[config.mk]
export PLATFORM = sky130hd
export DESIGN_NAME = port_drive_and_pwm_routing
export DESIGN_NICKNAME = d
export VERILOG_FILES = /design/src/pkg/port_route_pkg.sv /design/src/rtl/route_pin_pair.sv /design/src/rtl/port_drive_and_pwm_routing.sv
export VERILOG_INCLUDE_DIRS = /design/src /design/src/pkg
export SDC_FILE = /design/constraint.sdc
export NUM_CORES = 1
export LEC_CHECK = 0
export ABC_AREA = 1
export BUFFER_PORTS_ARGS = -buffer_cell sky130_fd_sc_hd__buf_2
export CORE_ASPECT_RATIO = 1.1
export CORE_UTILIZATION = 40
export DETAILED_ROUTE_END_ITERATION = 7
export PLACE_DENSITY = 0.87
export SLEW_MARGIN = 10
export SYNTH_ARGS = -nofsm -noshare
export SYNTH_HDL_FRONTEND = slang
export SYNTH_SLANG_ARGS = --single-unit
export TNS_END_PERCENT = 5
[constraint.sdc]
create_clock -name i_clk_sys -period 1.45 [get_ports i_clk_sys]
set_clock_uncertainty 0.15 [all_clocks]
set_input_delay 0.0725 -clock i_clk_sys [delete_from_list [all_inputs] [get_ports i_clk_sys]]
set_output_delay 0.0725 -clock i_clk_sys [all_outputs]
set_load 0.02 [all_outputs]
[src/pkg/port_route_defines.svh]
`ifndef PORT_ROUTE_DEFINES_SVH
`define PORT_ROUTE_DEFINES_SVH

// ************************************************************
// register offsets (byte addresses)
// ************************************************************
`define OFS_DRIVE_SEL 12'h000
`define OFS_ROUTE_SEL 12'h004

// ************************************************************
// field positions
// ************************************************************
`define BIT_PORT_A_LOW 0
`define BIT_PORT_B_LOW 1
`define BIT_PORT_E_LOW 4
`define BIT_CH_ZERO 0
`define BIT_CH_FOUR 4
`define BIT_CH_FIVE 5

// ************************************************************
// writable masks and reset values
// ************************************************************
`define MASK_DRIVE_SEL 8'h13
`define MASK_ROUTE_SEL 8'h31
`define RST_DRIVE_SEL 8'h00
`define RST_ROUTE_SEL 8'h00

`endif

[src/pkg/port_route_pkg.sv]
// ************************************************************
// shared types
// ************************************************************
package port_route_pkg;
  typedef logic [7:0] reg8_t;
  typedef logic [11:0] addr_t;
  typedef logic [31:0] word_t;
endpackage

[src/rtl/route_pin_pair.sv]
`timescale 1ns/1ns
// ************************************************************
// one pulse channel steered to default or alternate pin
// ************************************************************
module route_pin_pair (
  // clock and reset
  input wire logic i_clk_sys,
  input wire logic i_rst,
  // control
  input wire logic i_to_alt,
  input wire logic i_pulse,
  // pins
  output logic o_default_pin,
  output logic o_default_en,
  output logic o_alt_pin,
  output logic o_alt_en
);
  // registered steering so each pin output comes from a flop
  always_ff @(posedge i_clk_sys or posedge i_rst) begin
    if (i_rst) begin
      o_default_pin <= 1'b0;
      o_default_en <= 1'b0;
      o_alt_pin <= 1'b0;
      o_alt_en <= 1'b0;
    end else begin
      o_default_pin <= i_to_alt ? 1'b0 : i_pulse;
      o_default_en <= ~i_to_alt;
      o_alt_pin <= i_to_alt ? i_pulse : 1'b0;
      o_alt_en <= i_to_alt;
    end
  end
endmodule

[src/rtl/port_drive_and_pwm_routing.sv]
// Notes on behaviour
// - drive-select bit 4 gives port E reduced drive when set, full when clear.
// - drive-select bit 1 gives port B reduced drive when set, full when clear.
// - drive-select bit 0 gives port A reduced drive when set, full when clear.
// - a set select drives outputs near one fifth strength, a clear one full strength.
// - a select has no effect on pins of its port configured as inputs.
// - the select applies whichever function owns the pin output.
// - routing bit 5 sends pulse channel five to alt pin five, else default pin five.
// - routing bit 4 sends pulse channel four to alt pin four, else default pin four.
// - routing bit 0 sends pulse channel zero to alt pin zero, else default pin zero.
`timescale 1ns/1ns
`include "port_route_defines.svh"
module port_drive_and_pwm_routing #(
  parameter int PORT_W = 8
) (
  // clock and reset
  input wire logic i_clk_sys,
  input wire logic i_rst,
  // apb slave
  input wire logic i_psel,
  input wire logic i_penable,
  input wire logic i_pwrite,
  input wire port_route_pkg::addr_t i_paddr,
  input wire port_route_pkg::word_t i_pwdata,
  input wire logic [3:0] i_pstrb,
  output port_route_pkg::word_t o_prdata,
  output logic o_pready,
  output logic o_pslverr,
  // port output enables (1 = pin is output)
  input wire logic [PORT_W-1:0] i_port_a_dir,
  input wire logic [PORT_W-1:0] i_port_b_dir,
  input wire logic [PORT_W-1:0] i_port_e_dir,
  // per-pin reduced drive controls to pad cells
  output logic [PORT_W-1:0] o_port_a_low_drive,
  output logic [PORT_W-1:0] o_port_b_low_drive,
  output logic [PORT_W-1:0] o_port_e_low_drive,
  // pulse channels in
  input wire logic i_pulse_channel_zero,
  input wire logic i_pulse_channel_four,
  input wire logic i_pulse_channel_five,
  // routed pins
  output logic [2:0] o_default_pin,
  output logic [2:0] o_default_pin_en,
  output logic [2:0] o_alt_pin,
  output logic [2:0] o_alt_pin_en
);
  import port_route_pkg::*;

  // ************************************************************
  // registers
  // ************************************************************
  reg8_t port_drive_strength_select;
  reg8_t pwm_pin_routing_select;
  logic access;
  logic wr_ok;
  logic hit_drive;
  logic hit_route;
  logic [2:0] ch_in;
  logic [2:0] ch_alt;

  assign access = i_psel & i_penable;
  assign hit_drive = (i_paddr == `OFS_DRIVE_SEL);
  assign hit_route = (i_paddr == `OFS_ROUTE_SEL);
  assign wr_ok = access & i_pwrite & i_pstrb[0];

  // software writes, undocumented bits masked off
  always_ff @(posedge i_clk_sys or posedge i_rst) begin
    if (i_rst) begin
      port_drive_strength_select <= `RST_DRIVE_SEL;
      pwm_pin_routing_select <= `RST_ROUTE_SEL;
    end else if (wr_ok) begin
      if (hit_drive) begin
        port_drive_strength_select <= i_pwdata[7:0] & `MASK_DRIVE_SEL;
      end
      if (hit_route) begin
        pwm_pin_routing_select <= i_pwdata[7:0] & `MASK_ROUTE_SEL;
      end
    end
  end

  // zero-wait answer; unmapped address gives error and zero data
  always_ff @(posedge i_clk_sys or posedge i_rst) begin
    if (i_rst) begin
      o_prdata <= 32'h0000_0000;
      o_pready <= 1'b0;
      o_pslverr <= 1'b0;
    end else begin
      o_pready <= i_psel & ~i_penable;
      o_pslverr <= i_psel & ~i_penable & ~(hit_drive | hit_route);
      if (i_psel & ~i_penable & ~i_pwrite & hit_drive) begin
        o_prdata <= {24'h000000, port_drive_strength_select};
      end else if (i_psel & ~i_penable & ~i_pwrite & hit_route) begin
        o_prdata <= {24'h000000, pwm_pin_routing_select};
      end else begin
        o_prdata <= 32'h0000_0000;
      end
    end
  end

  // ************************************************************
  // drive strength, gated by pin direction only
  // ************************************************************
  always_ff @(posedge i_clk_sys or posedge i_rst) begin
    if (i_rst) begin
      o_port_a_low_drive <= '0;
      o_port_b_low_drive <= '0;
      o_port_e_low_drive <= '0;
    end else begin
      o_port_a_low_drive <= {PORT_W{port_drive_strength_select[`BIT_PORT_A_LOW]}}
                            & i_port_a_dir;
      o_port_b_low_drive <= {PORT_W{port_drive_strength_select[`BIT_PORT_B_LOW]}}
                            & i_port_b_dir;
      o_port_e_low_drive <= {PORT_W{port_drive_strength_select[`BIT_PORT_E_LOW]}}
                            & i_port_e_dir;
    end
  end

  // ************************************************************
  // pulse channel routing, index 0/1/2 = channel zero/four/five
  // ************************************************************
  assign ch_in = {i_pulse_channel_five, i_pulse_channel_four, i_pulse_channel_zero};
  assign ch_alt = {pwm_pin_routing_select[`BIT_CH_FIVE],
                   pwm_pin_routing_select[`BIT_CH_FOUR],
                   pwm_pin_routing_select[`BIT_CH_ZERO]};

  for (genvar g = 0; g < 3; g++) begin : g_route
    route_pin_pair u_pair (
      .i_clk_sys(i_clk_sys),
      .i_rst(i_rst),
      .i_to_alt(ch_alt[g]),
      .i_pulse(ch_in[g]),
      .o_default_pin(o_default_pin[g]),
      .o_default_en(o_default_pin_en[g]),
      .o_alt_pin(o_alt_pin[g]),
      .o_alt_en(o_alt_pin_en[g])
    );
  end

  // ************************************************************
  // assertions
  // ************************************************************
  port_e_drive_a: assert property (@(posedge i_clk_sys) disable iff (i_rst)
    ##1 o_port_e_low_drive == ({PORT_W{$past(port_drive_strength_select[4])}} & $past(i_port_e_dir)))
    else $error("port e drive wrong");
  port_b_drive_a: assert property (@(posedge i_clk_sys) disable iff (i_rst)
    ##1 o_port_b_low_drive == ({PORT_W{$past(port_drive_strength_select[1])}} & $past(i_port_b_dir)))
    else $error("port b drive wrong");
  port_a_drive_a: assert property (@(posedge i_clk_sys) disable iff (i_rst)
    ##1 o_port_a_low_drive == ({PORT_W{$past(port_drive_strength_select[0])}} & $past(i_port_a_dir)))
    else $error("port a drive wrong");
  full_drive_a: assert property (@(posedge i_clk_sys) disable iff (i_rst)
    !port_drive_strength_select[0] |=> o_port_a_low_drive == '0)
    else $error("clear select not full drive");
  input_pin_a: assert property (@(posedge i_clk_sys) disable iff (i_rst)
    ##1 (o_port_e_low_drive & ~$past(i_port_e_dir)) == '0)
    else $error("input pin affected");
  any_owner_a: assert property (@(posedge i_clk_sys) disable iff (i_rst)
    (port_drive_strength_select[1] && i_port_b_dir[0]) |=> o_port_b_low_drive[0])
    else $error("drive not applied");
  chan_five_a: assert property (@(posedge i_clk_sys) disable iff (i_rst)
    !i_rst |=> o_alt_pin_en[2] == $past(pwm_pin_routing_select[5])
    && o_default_pin_en[2] != o_alt_pin_en[2])
    else $error("channel five misrouted");
  chan_four_a: assert property (@(posedge i_clk_sys) disable iff (i_rst)
    pwm_pin_routing_select[4] |=> o_alt_pin[1] == $past(i_pulse_channel_four) && !o_default_pin[1])
    else $error("channel four misrouted");
  chan_zero_a: assert property (@(posedge i_clk_sys) disable iff (i_rst)
    !pwm_pin_routing_select[0] |=> o_default_pin[0] == $past(i_pulse_channel_zero) && !o_alt_pin[0])
    else $error("channel zero misrouted");
  reserved_zero_a: assert property (@(posedge i_clk_sys) disable iff (i_rst)
    (port_drive_strength_select & ~`MASK_DRIVE_SEL) == 8'h00
    && (pwm_pin_routing_select & ~`MASK_ROUTE_SEL) == 8'h00)
    else $error("reserved bit set");
  pready_a: assert property (@(posedge i_clk_sys) disable iff (i_rst)
    (i_psel && !i_penable) |=> o_pready)
    else $error("no ready after setup");

  drive_write_c: cover property (@(posedge i_clk_sys) disable iff (i_rst)
    wr_ok && hit_drive);
  route_alt_c: cover property (@(posedge i_clk_sys) disable iff (i_rst)
    o_alt_pin_en[2] && o_alt_pin[2]);
  bad_addr_c: cover property (@(posedge i_clk_sys) disable iff (i_rst)
    o_pslverr);
endmodule

; Yosys cells after proc, flatten, opt, wreduce, memory -nomap -nowiden
; Cells that the tools add are included.
[op_classes]
n_bitwise = 18
n_reduce_logical = 3
mux = 8
n_eq_ne = 1
[ops]
columns = op, count
row1 = 8-bit bitwise AND, 3
row2 = "12-bit by 3-bit == test with 1-bit output, second input constant", 1
row3 = 12-bit zero test, 1
row4 = 6-bit two-way mux, 2
row5 = 1-bit bitwise AND, 8
row6 = 1-bit two-way mux, 6
row7 = 1-bit inverter, 6
row8 = 2-bit AND reduction, 2
row9 = 1-bit bitwise OR, 1
[totals]
elab_cells = 50
input_bits = 80
reg_bits = 76
output_inout_bits = 70

; Logic depth before layout (Yosys ltp)
; Gate-level depths: netlist (run 1).
[logic_depth]
ltp_word = 6
ltp_mapped = 6

; Modules after synthesis
; Synthesis (run 1) repeated with hierarchy kept, for this count alone.
[hier_totals]
hier_cells = 198
hier_area_um2 = 1970.6
[modules_own_cells]
columns = module, seq_area_each_um2, cells_per_inst, area_per_inst_um2, instances
row1 = port_drive_and_pwm_routing, 900.9, 168, 1602.8, 1
row2 = route_pin_pair, 100.1, 10, 122.6, 3

; Worst setup path before layout (run 1)
; Ideal clock, no wire load.
[synth_timing]
path_kind = reg2reg
start = register port_drive_strength_select[1]
end = register o_prdata[1]
path_stages_with_launch = 4
required_time_ps = 1220
synth_period_minus_slack_ps = 1016
arrival_time_ps = 786
slack_ps = 434
cell_sequence = dfrtp_1 clkbuf_1 inv_1 nor3b_2
[synth_via]
elab_chain_cells = 1
[synth_rtl]
columns = element, line
row1 = start: declaration, port_drive_and_pwm_routing.sv:52  ; reg8_t port_drive_strength_select;
row2 = start signal: assignment, port_drive_and_pwm_routing.sv:69  ; port_drive_strength_select <= `RST_DRIVE_SEL;
row3 = start signal: assignment, port_drive_and_pwm_routing.sv:73  ; port_drive_strength_select <= i_pwdata[7:0] & `MASK_DRIVE_SEL;
row4 = 6-bit two-way mux, port_drive_and_pwm_routing.sv:90  ; if (i_psel & ~i_penable & ~i_pwrite & hit_drive) begin
row5 = end signal: assignment, port_drive_and_pwm_routing.sv:91  ; o_prdata <= {24'h000000, port_drive_strength_select};
row6 = end signal: assignment, port_drive_and_pwm_routing.sv:93  ; o_prdata <= {24'h000000, pwm_pin_routing_select};
row7 = end: declaration, port_drive_and_pwm_routing.sv:26  ; output port_route_pkg::word_t o_prdata,
; Every way passes these cells.
; A chain may end at the register's enable or synchronous reset.

; Worst setup path in the final report (run 1)
[layout_timing]
start = input i_penable
end = register o_prdata[0]
[layout_via]
elab_chain_cells = 6
word_cells_on_any_way = 7
[layout_rtl]
columns = element, line
row1 = start: declaration, port_drive_and_pwm_routing.sv:21  ; input wire logic i_penable,
row2 = 1-bit inverter (*), "port_drive_and_pwm_routing.sv:90, port_drive_and_pwm_routing.sv:92"
row3 = 1-bit bitwise AND (*) (2 in a row), "port_drive_and_pwm_routing.sv:90, port_drive_and_pwm_routing.sv:92"
row4 = 1-bit bitwise AND, port_drive_and_pwm_routing.sv:92  ; end else if (i_psel & ~i_penable & ~i_pwrite & hit_route) begin
row5 = 6-bit two-way mux, port_drive_and_pwm_routing.sv:92
row6 = 6-bit two-way mux (*), port_drive_and_pwm_routing.sv:90
; Mark *: on every way between the ends. The rest lies on a longest branch, timed or not.

==> flow_summary.toml, run 1 <==
[drt]
routedWlPerCell_um = 10.2
num_vias = 1565
drt_iter0_drc = 80
drt_wl_total_mm = 3.91
postRouteAntennaNets = 0
via_per_inst = 4.09
drc = 0
drt-pass1-iter-count = 4

[placed_design]
hpwl_mm = 2.66
gp_congestion = 0.806
place.port_buffers = 90
dp_worst_setup_slack_ns = 0.272
post_dp_cell_area_um2 = 2330

[timing]
hold_violations = 0
rsz0062_at_grt = "false"
max_freq_ghz = 0.781
fin_ws_ns = 0.169
slew_viol_final = 0
fin_crit_ns = 1.28
finalSetupViolCount = 0
fin_tns_setup_ns = 0
fin_crit_sh_pct = 88.3

[synthesis]
synth_compound_area_share_pct = 2.25
yosys_warnings = 0
synthAdderAreaFrac_pct = 0
synth_seq_area_share_pct = 60.0
synth-seq-cells = 48
yosys.area_share.xor_xnor_pct = 0
syn_area_um2 = 2000
synth.top_cell.area_share_pct = 60.0
synth_area_leaders = "dfrtp_1 60%, buf_4 15%, inv_1 8.1%, nand2_1 8.1%, nor2_1 2.2%"
yosys.area_share.simple_pct = 14.0
synth_mux_area_share_pct = 0
yosysTopAreaCell = "dfrtp_1"
synth_top_family_by_area = "buffers and inverters"
synthDistinctLibCells = 16
syn_inst = 208
synth.avg_cell_area_um2 = 9.63

[worst_setup_path]
start_kind = "input port"
r2r_cells = 2
slowest_delay_ns = 0.53
crit_required_ns = 1.52
cpLargestDelayFamily = "buffers and inverters"
worstPathMaxFanout = 4
arrival_ns = 1.35
cp-end-kind = "register"
r2r_start = "port_drive_strength_select[0]"
cpMaxStageDelayCell = "dlygate4sd3_1"
cp_num_buf_inv = 3
worstSetupPathType = "input port to register"
crit_chain = "dlygate4sd3_1 > buf_2 > inv_1 > nand2_1 > nor2_1 > nand3_1 > o21ai_1"
rr_endpoint = "o_prdata[0]"
reg2reg_slack_ns = 0.44

[worst_hold_path]
min_to = "o_prdata[4]"
hold_path.class = "input port to register"
hp-start = "i_paddr[4]"
hold-path-cell-count = 6

[grt]
grt_max_degree = 36
grt-ovfl-total = 0
grt_pass1_wl_mm = 6.82
grt_pass1_vias = 1613
grt_usage_pct = 16.3
antenna_found_initial = 0

[flow_run]
maxCapViolCount = 0

[cells_and_area]
syn_to_final_growth_pct = 40.5
antenna_cells = 0
register_area_um2 = 1200
num-fill-cells = 399
drive_gt1_share_pct = 32.4
multi_input_area_um2 = 430
layout_commonest_cell = "buf_2"
layout_common_cells = "90 x buf_2, 48 x dfrtp_1, 43 x nand2_1"
layout.nets = 406
final_cell_area_um2 = 2820

[clock_tree]
clockBufferDepth = 2
postCtsSetupBuffers = 0
cts-buffers-inserted = 5
h-tree-depth = 2
root_buffer = "clkbuf_8"
ctsResizeCount = 0
tritoncts = "built"
clk_pin_slew_ns = 0.09
clk_latency_ns = 0.29
clock-sinks = 48

[floorplan]
core_um2 = 4720
die_y_um = 76.2
dieArea_um2 = 5300
dieWidth_um = 69.5
num_rows = 26
start_util_pct = 42.5
ioPinCount = 150

[run_status]
status = "finished, final reports clean"

[power]
vdd_drop_max_mv = 0.468
power.density_nw_per_um2 = 926
leakagePower_nw = 1.77
==> report_power, final <==
part	switching [mW]	internal, mW
registers	0.00200	1.34
clock network	0.420	0.563
logic	0.151	0.127
total	0.572	2.03
==> flip-flops by register name, indices dropped and copies added (netlist names) <==
name                          flops
pwm_pin_routing_select            3
o_prdata                          4
g_route.u_pair.o_default_en       3
o_port_e_low_drive                8
g_route.u_pair.o_default_pin      3
o_pslverr                         1
g_route.u_pair.o_alt_en           3
o_port_b_low_drive                8
g_route.u_pair.o_alt_pin          3
port_drive_strength_select        3
o_pready                          1
o_port_a_low_drive                8
==> worst reg2reg max path: cells and delay by family, from the launching register on <==
family,cells,cell delay (ns)
flip-flops,1,0.56
AO/OA/AOI/OAI,1,0.10
AND/OR/NAND/NOR,1,0.14
==> cell families (layout without fill, tap and decap cells) <==
kind of cell	count (synthesis)	in the layout
flip-flops	48	48
AND/OR/NAND/NOR	64	64
AO/OA/AOI/OAI	9	9
buffers and inverters	86	178
other	1	28
==> final cells by class <==
type	instances	share of cell area [%]
clock inverters	2	1.38
repair buffers	127	29.5
multi-input cells	101	15.3
clock buffers	6	2.93
well taps	56	2.49
flip-flops and latches	48	42.7
inverters	43	5.73
==> cell usage after synthesis (all sizes together) <==
master and instances:
nand3 3, nor3b 1, nand2 44, conb 1
inv 43, nor2 14, dfrtp 48, buf 40
o21ai 8, a21oi 1, nand4 2, clkbuf 3
==> metrics by stage <==
step	utilization [%]	hold slack [ns]	total power, mW	cells
after global placement	49.5	-0.109	1.57	339
after detailed placement	49.5	-0.0991	1.58	339
after global routing	59.7	0.0781	2.73	383
after CTS	59.7	0.0357	2.65	383
final	59.7	0.0471	2.61	383
after floorplan	-	0.0222	1.55	235
==> timing repair <==
| action | 4_1_cts | 5_1_grt |
|---|---|---|
| endpoints found under the setup margin | 0 | 0 |
| endpoints found under the hold margin | 90 | 0 |
| hold buffers | 36 | 0 |
==> metal layers <==
| layer | GRT usage, % | wire length, µm | vias up | share of wire, % |
|---|---|---|---|---|
| met5 | 0 | 0 | - | 0 |
| met4 | 5.31 | 21 | 0 | 0.54 |
| met3 | 5.56 | 293 | 2 | 7.5 |
| met2 | 31.3 | 2160 | 78 | 55 |
| met1 | 16.1 | 1430 | 721 | 37 |
| li1 | - | - | 764 | - |
==> worst max path at each step <==
stage	start	endpoint	slack (ns)	cells past startpoint
6_report	i_penable	o_prdata[0]	0.17	7
3_3_place_gp	i_paddr[11]	port_drive_strength_select[4]	0.30	7
2_1_floorplan	i_rst	g_route[0].u_pair.o_alt_en	0.08	1
5_1_grt	i_penable	o_prdata[4]	0.05	7
3_5_place_dp	i_paddr[11]	port_drive_strength_select[4]	0.27	7
4_1_cts	i_penable	o_prdata[0]	0.19	7
No activity file was read; power rests on OpenSTA's default activity.
==> run 2: changes to the inputs <==
--- a/config.mk
+++ b/config.mk
@@ -6,10 +6,9 @@
 export SDC_FILE = /design/constraint.sdc
 export NUM_CORES = 1
 export LEC_CHECK = 0
-export ABC_AREA = 1
 export BUFFER_PORTS_ARGS = -buffer_cell sky130_fd_sc_hd__buf_2
 export CORE_ASPECT_RATIO = 1.1
-export CORE_UTILIZATION = 40
+export CORE_UTILIZATION = 39
 export DETAILED_ROUTE_END_ITERATION = 7
 export PLACE_DENSITY = 0.87
 export SLEW_MARGIN = 10
==> run 2 against run 1 <==
- the run now ends with hold timing, setup timing left
- cell count is 14% lower
- synthesized cell count down 29%
- largest cell class unchanged
- critical path type unchanged
- core utilization is 1.4 points lower
- setup slack worse by 0.27 ns
- first-iteration DRC count is 34% lower
==> flow_summary.toml, run 2 <==
[placed_design]
hpwl_mm = 2.63
place.port_buffers = 90
dp_cells = 284
gp_congestion = 0.717
post_dp_cell_area_um2 = 2260

[grt]
grt_pass1_vias = 1207
grt_pass1_wl_mm = 5.53
antenna_found_initial = 0
grt-ovfl-total = 0
grt_max_degree = 49
grt_usage_pct = 15.0

[power]
vdd_drop_max_mv = 0.374
seq_power_share_pct = 56.2
leakagePower_nw = 1.54
power.density_nw_per_um2 = 879
switching_share_pct = 22.3
p_comb_share_pct = 11.3
power.switching_mw = 0.534
intPower_mw = 1.86
finalPower_mw = 2.40
pwr-share-clk_pct = 32.6

[timing]
fin_crit_sh_pct = 107
fin_crit_ns = 1.55
hold_slack_ns = -0.00237
fin_ws_ns = -0.103
slew_viol_final = 0
max_freq_ghz = 0.644
fin_tns_setup_ns = -0.308
rsz0062_at_grt = "true"
hold_violations = 3
finalSetupViolCount = 3

[worst_setup_path]
worstSetupPathType = "input port to register"
arrival_ns = 1.59
start_kind = "input port"
cp-end-kind = "register"
worstPathMaxFanout = 4
crit_required_ns = 1.48

[floorplan]
die_y_um = 75.3
dieArea_um2 = 5170
start_util_pct = 40.7
ioPinCount = 150
dieWidth_um = 68.6
core_um2 = 4680
num_rows = 26

[drt]
postRouteAntennaNets = 0
routedWlPerCell_um = 11.1
drt-pass1-iter-count = 4
drt_iter0_drc = 53
via_per_inst = 4.10
drt_wl_total_mm = 3.65
drc = 0
num_vias = 1348

[cells_and_area]
drive_gt1_share_pct = 39.6
syn_to_final_growth_pct = 43.2
reg_top3 = "o_port_a_low_drive x8, o_port_b_low_drive x8, o_port_e_low_drive x8"
num-fill-cells = 404
layout_commonest_cell = "buf_2"
fin_cells = 329
final_cell_area_um2 = 2730
layout.nets = 352
layout_common_cells = "89 x buf_2, 48 x dfrtp_1, 37 x dlygate4sd3_1"
antenna_cells = 0

[synthesis]
synth.avg_cell_area_um2 = 12.9
yosysMostFrequentCell = "dfrtp_1"
synth.top_cell.area_share_pct = 63.0
synth_seq_area_share_pct = 63.0
syn_inst = 148
synth-main-ff-cell = "dfrtp_1"
yosysTopAreaCell = "dfrtp_1"
synth_edf_count = 0
yosys_warnings = 0
syn_area_um2 = 1910
synth_area_leaders = "dfrtp_1 63%, buf_4 16%, and2_1 8.9%, mux2_4 2.4%, mux2_2 1.8%"
synth-seq-cells = 48
synthDistinctLibCells = 18
synth_top_cells_by_count = "48 x dfrtp_1, 40 x buf_4, 27 x and2_1"
synthArstFlopShare_pct = 100

[clock_tree]
cts-buffers-inserted = 5
clk_pin_slew_ns = 0.08
root_buffer = "clkbuf_8"
clk_latency_ns = 0.29
clock-sinks = 48
h-tree-depth = 2
postCtsSetupBuffers = 0
tritoncts = "built"
clockBufferDepth = 2

[run_status]
status = "finished, violations left"
violations = "hold timing, setup timing"

[worst_hold_path]
hold_path.class = "input port to register"

[flow_run]
maxCapViolCount = 0
-- run 2: path summary, 6_finish.rpt --
path | from | endpoint | slack [ns] | cells after the start
max in group asynchronous | i_rst | o_prdata[4] | 0.74 | 4
min in group asynchronous | i_rst | g_route[0].u_pair.o_alt_pin | 0.20 | 4
worst max-delay path | i_paddr[5] | pwm_pin_routing_select[4] | -0.10 | 4
worst min register to register | pwm_pin_routing_select[5] | g_route[2].u_pair.o_alt_en | 0.34 | 0
worst min-delay path | i_pwrite | o_prdata[1] | -0.002 | 3
worst max register to register | port_drive_strength_select[4] | port_drive_strength_select[4] | 0.42 | 1
-- run 2: cell families after synthesis --
kind of cell / after synthesis / synth area share [%]
DFF: 48 / 63.0
and+or+nand+nor: 45 / 14.6
muxes: 8 / 5.19
buffers and inverters: 46 / 16.9
other: 1 / 0.197
-- run 2: worst max-delay path, cell delays in order --
cell	delay [ns]
buf_6	0.09
or4_4	0.54
or4_4	0.57
mux2_4	0.31
-- run 2: timing repair --
action / in CTS / in global routing
gates resized for setup: 1 / 0
hold buffers: 37 / 0
endpoints found under the hold margin: 90 / 0
endpoints found under the setup margin: 7 / 9
-- run 2: area by class of cell --
class / count / area [µm²] / share of cell area, %
sequential: 48 / 1200 / 44.0
inverter: 6 / 22.5 / 0.825
clock buffer: 8 / 90.1 / 3.30
tap: 56 / 70.1 / 2.57
timing repair buffer: 130 / 862 / 31.6
multi-input combinational: 81 / 483 / 17.7
-- run 2: power groups by stage --
| stage | clock (mW) | sequential [mW] | combinational (mW) |
|---|---|---|---|
| CTS | 0.808 | 1.35 | 0.273 |
| global placement | 0 | 1.37 | 0.191 |
| global route | 0.862 | 1.35 | 0.299 |
| finish | 0.781 | 1.35 | 0.270 |
| detailed placement | 0 | 1.37 | 0.194 |
| floorplan | 0 | 1.38 | 0.164 |
-- run 2: metal layers --
metal	vias up	part of all wire [%]	GRT usage [%]
li1	643	-	-
met1	637	35	16.6
met2	62	56	27.1
met3	6	6.4	3.74
met4	0	1.7	6.25
met5	-	0	0
-- run 2: metrics by stage --
step | util (%) | worst slack, ns
2_1_floorplan | - | -0.289
3_3_place_gp | 48.3 | -0.411
3_5_place_dp | 48.3 | -0.426
4_1_cts | 58.3 | -0.0960
5_1_grt | 58.3 | -0.121
6_report | 58.3 | -0.103
==> run 3: changes to the inputs <==
--- a/config.mk
+++ b/config.mk
@@ -10,6 +10,7 @@
 export CORE_ASPECT_RATIO = 1.1
 export CORE_UTILIZATION = 39
 export DETAILED_ROUTE_END_ITERATION = 7
+export GPL_ROUTABILITY_DRIVEN = 1
 export PLACE_DENSITY = 0.87
 export SLEW_MARGIN = 10
 export SYNTH_ARGS = -nofsm -noshare
==> constraint.sdc (replaced) <==
create_clock -name i_clk_sys -period 1.45 [get_ports i_clk_sys]
set_clock_uncertainty 0.15 [all_clocks]
set_input_delay 0.145 -clock i_clk_sys [delete_from_list [all_inputs] [get_ports i_clk_sys]]
set_output_delay 0.145 -clock i_clk_sys [all_outputs]
set_load 0.02 [all_outputs]
==> run 3 against run 2 <==
- total power down 0.34%
- non-clock buffer count down 1
- first-iteration DRC count down 43%
- largest power group unchanged
- core utilization shrank 0.27 points
- largest cell class unchanged
- clock power is 0.9% lower
- the run ends with setup timing left
- setup slack got worse by 0.080 ns
- critical path type unchanged
- cell count fell by 0.30%
==> flow_summary.toml, run 3 (synthesis gave the netlist of run 2 again) <==
[worst_setup_path]
crit_required_ns = 1.48
crit_chain = "buf_6 > or4_4 > or4_4 > mux2_4"
cp-end-kind = "register"
r2r_cells = 1
cpMaxStageDelayCell = "or4_4"
worstSetupPathType = "input port to register"
reg2reg_slack_ns = 0.42
start_kind = "input port"
rr_endpoint = "port_drive_strength_select[4]"
r2r_start = "port_drive_strength_select[4]"
slowest_delay_ns = 0.57
worstPathMaxFanout = 4
arrival_ns = 1.66
crit_top_cell = "or4_4"

[clock_tree]
tritoncts = "built"
clk_latency_ns = 0.29
clockBufferDepth = 2
clock-sinks = 48
h-tree-depth = 2
clk_pin_slew_ns = 0.08
root_buffer = "clkbuf_8"
cts-buffers-inserted = 5
postCtsSetupBuffers = 0

[grt]
grt_usage_pct = 14.2
grt_pass1_vias = 1199
antenna_found_initial = 0
grt_max_degree = 49
grt-ovfl-total = 0
grt_pass1_wl_mm = 5.32

[cells_and_area]
final_cell_area_um2 = 2720
layout_commonest_cell = "buf_2"
finish.utilization_pct = 58.0
syn_to_final_growth_pct = 42.5
layout_common_cells = "89 x buf_2, 48 x dfrtp_1, 35 x dlygate4sd3_1"
multi_input_area_um2 = 483
register_area_um2 = 1200
drive_gt1_share_pct = 40.1
reg_top3 = "o_port_a_low_drive x8, o_port_b_low_drive x8, o_port_e_low_drive x8"
layout.nets = 351
antenna_cells = 0
num-fill-cells = 444

[placed_design]
post_dp_cell_area_um2 = 2270
hpwl_mm = 2.59
dp_worst_setup_slack_ns = -0.496
place.port_buffers = 90
gp_congestion = 0.718

[drt]
drc = 0
drt_iter0_drc = 30
num_vias = 1339
postRouteAntennaNets = 0
routedWlPerCell_um = 11.0
via_per_inst = 4.08
drt-pass1-iter-count = 4
drt_wl_total_mm = 3.62

[floorplan]
start_util_pct = 40.7
dieArea_um2 = 5170
ioPinCount = 150
dieWidth_um = 68.6
die_y_um = 75.3
num_rows = 26
core_um2 = 4680

[worst_hold_path]
min_to = "o_pslverr"
hold_path.class = "input port to register"
hold-path-cell-count = 4
hp-start = "i_paddr[5]"

[timing]
rsz0062_at_grt = "true"
fin_tns_setup_ns = -0.843
max_freq_ghz = 0.612
hold_violations = 0
fin_crit_ns = 1.63
fin_ws_ns = -0.184
slew_viol_final = 0
fin_crit_sh_pct = 113
finalSetupViolCount = 8

[run_status]
status = "finished, violations left"
violations = "setup timing"

[power]
power.density_nw_per_um2 = 880
switching_share_pct = 22.1
pwr-share-clk_pct = 32.4
leakagePower_nw = 1.54
power.switching_mw = 0.527
p_comb_share_pct = 11.3
intPower_mw = 1.86
seq_power_share_pct = 56.4
vdd_drop_max_mv = 0.312

[flow_run]
maxCapViolCount = 0
run 3: worst max path at each step:
stage | cells after the start | startpoint | end | slack [ns]
after floorplan | 3 | i_paddr[5] | pwm_pin_routing_select[0] | -0.36
after detailed placement | 4 | i_paddr[5] | pwm_pin_routing_select[0] | -0.50
after CTS | 4 | i_paddr[5] | pwm_pin_routing_select[0] | -0.17
final | 4 | i_paddr[5] | pwm_pin_routing_select[0] | -0.18
after global placement | 4 | i_paddr[5] | pwm_pin_routing_select[5] | -0.48
after global routing | 4 | i_paddr[5] | pwm_pin_routing_select[5] | -0.19
run 3: what timing repair did:
item                                   CTS  global route
endpoints found under the hold margin   86             0
hold buffers                            35             0
setup endpoints to repair                8            10
gates resized for setup                  1             0
run 3: power by group through the flow:
stage                     sequential (mW)  combinational, mW  clock [mW]
final                                1.35              0.269       0.774
after global routing                 1.35              0.296       0.866
after CTS                            1.35              0.271       0.812
after global placement               1.37              0.193           0
after floorplan                      1.38              0.164           0
after detailed placement             1.37              0.196           0
run 3: critical path, delay by kind of cell:
kind | cells | cell delay [ns]
buffers and inverters | 1 | 0.09
multiplexers | 1 | 0.31
AND/OR/NAND/NOR | 2 | 1.12
run 3: per-stage QoR:
| step | power, mW | hold slack, ns | std cells |
|---|---|---|---|
| global placement | 1.57 | 0.0450 | 285 |
| global route | 2.51 | 0.0724 | 328 |
| floorplan | 1.54 | 0.0653 | 175 |
| CTS | 2.43 | 0.0476 | 328 |
| detailed placement | 1.57 | 0.0518 | 285 |
| finish | 2.39 | 0.0577 | 328 |
run 3: cell type report:
cell class                      count  share of cell area, %
Sequential cell                    48                   44.2
Clock buffer                        8                   3.32
Tap cell                           56                   2.58
Timing Repair Buffer              129                   31.3
Multi-Input combinational cell     81                   17.8
Inverter                            6                  0.829
run 3: per-layer routing:
layer	global-route usage (%)	up-vias	share of wire (%)
met3	3.29	6	6.4
met4	4.86	0	1.3
li1	-	640	-
met2	26.5	64	57
met1	15.6	629	35
met5	0	-	0
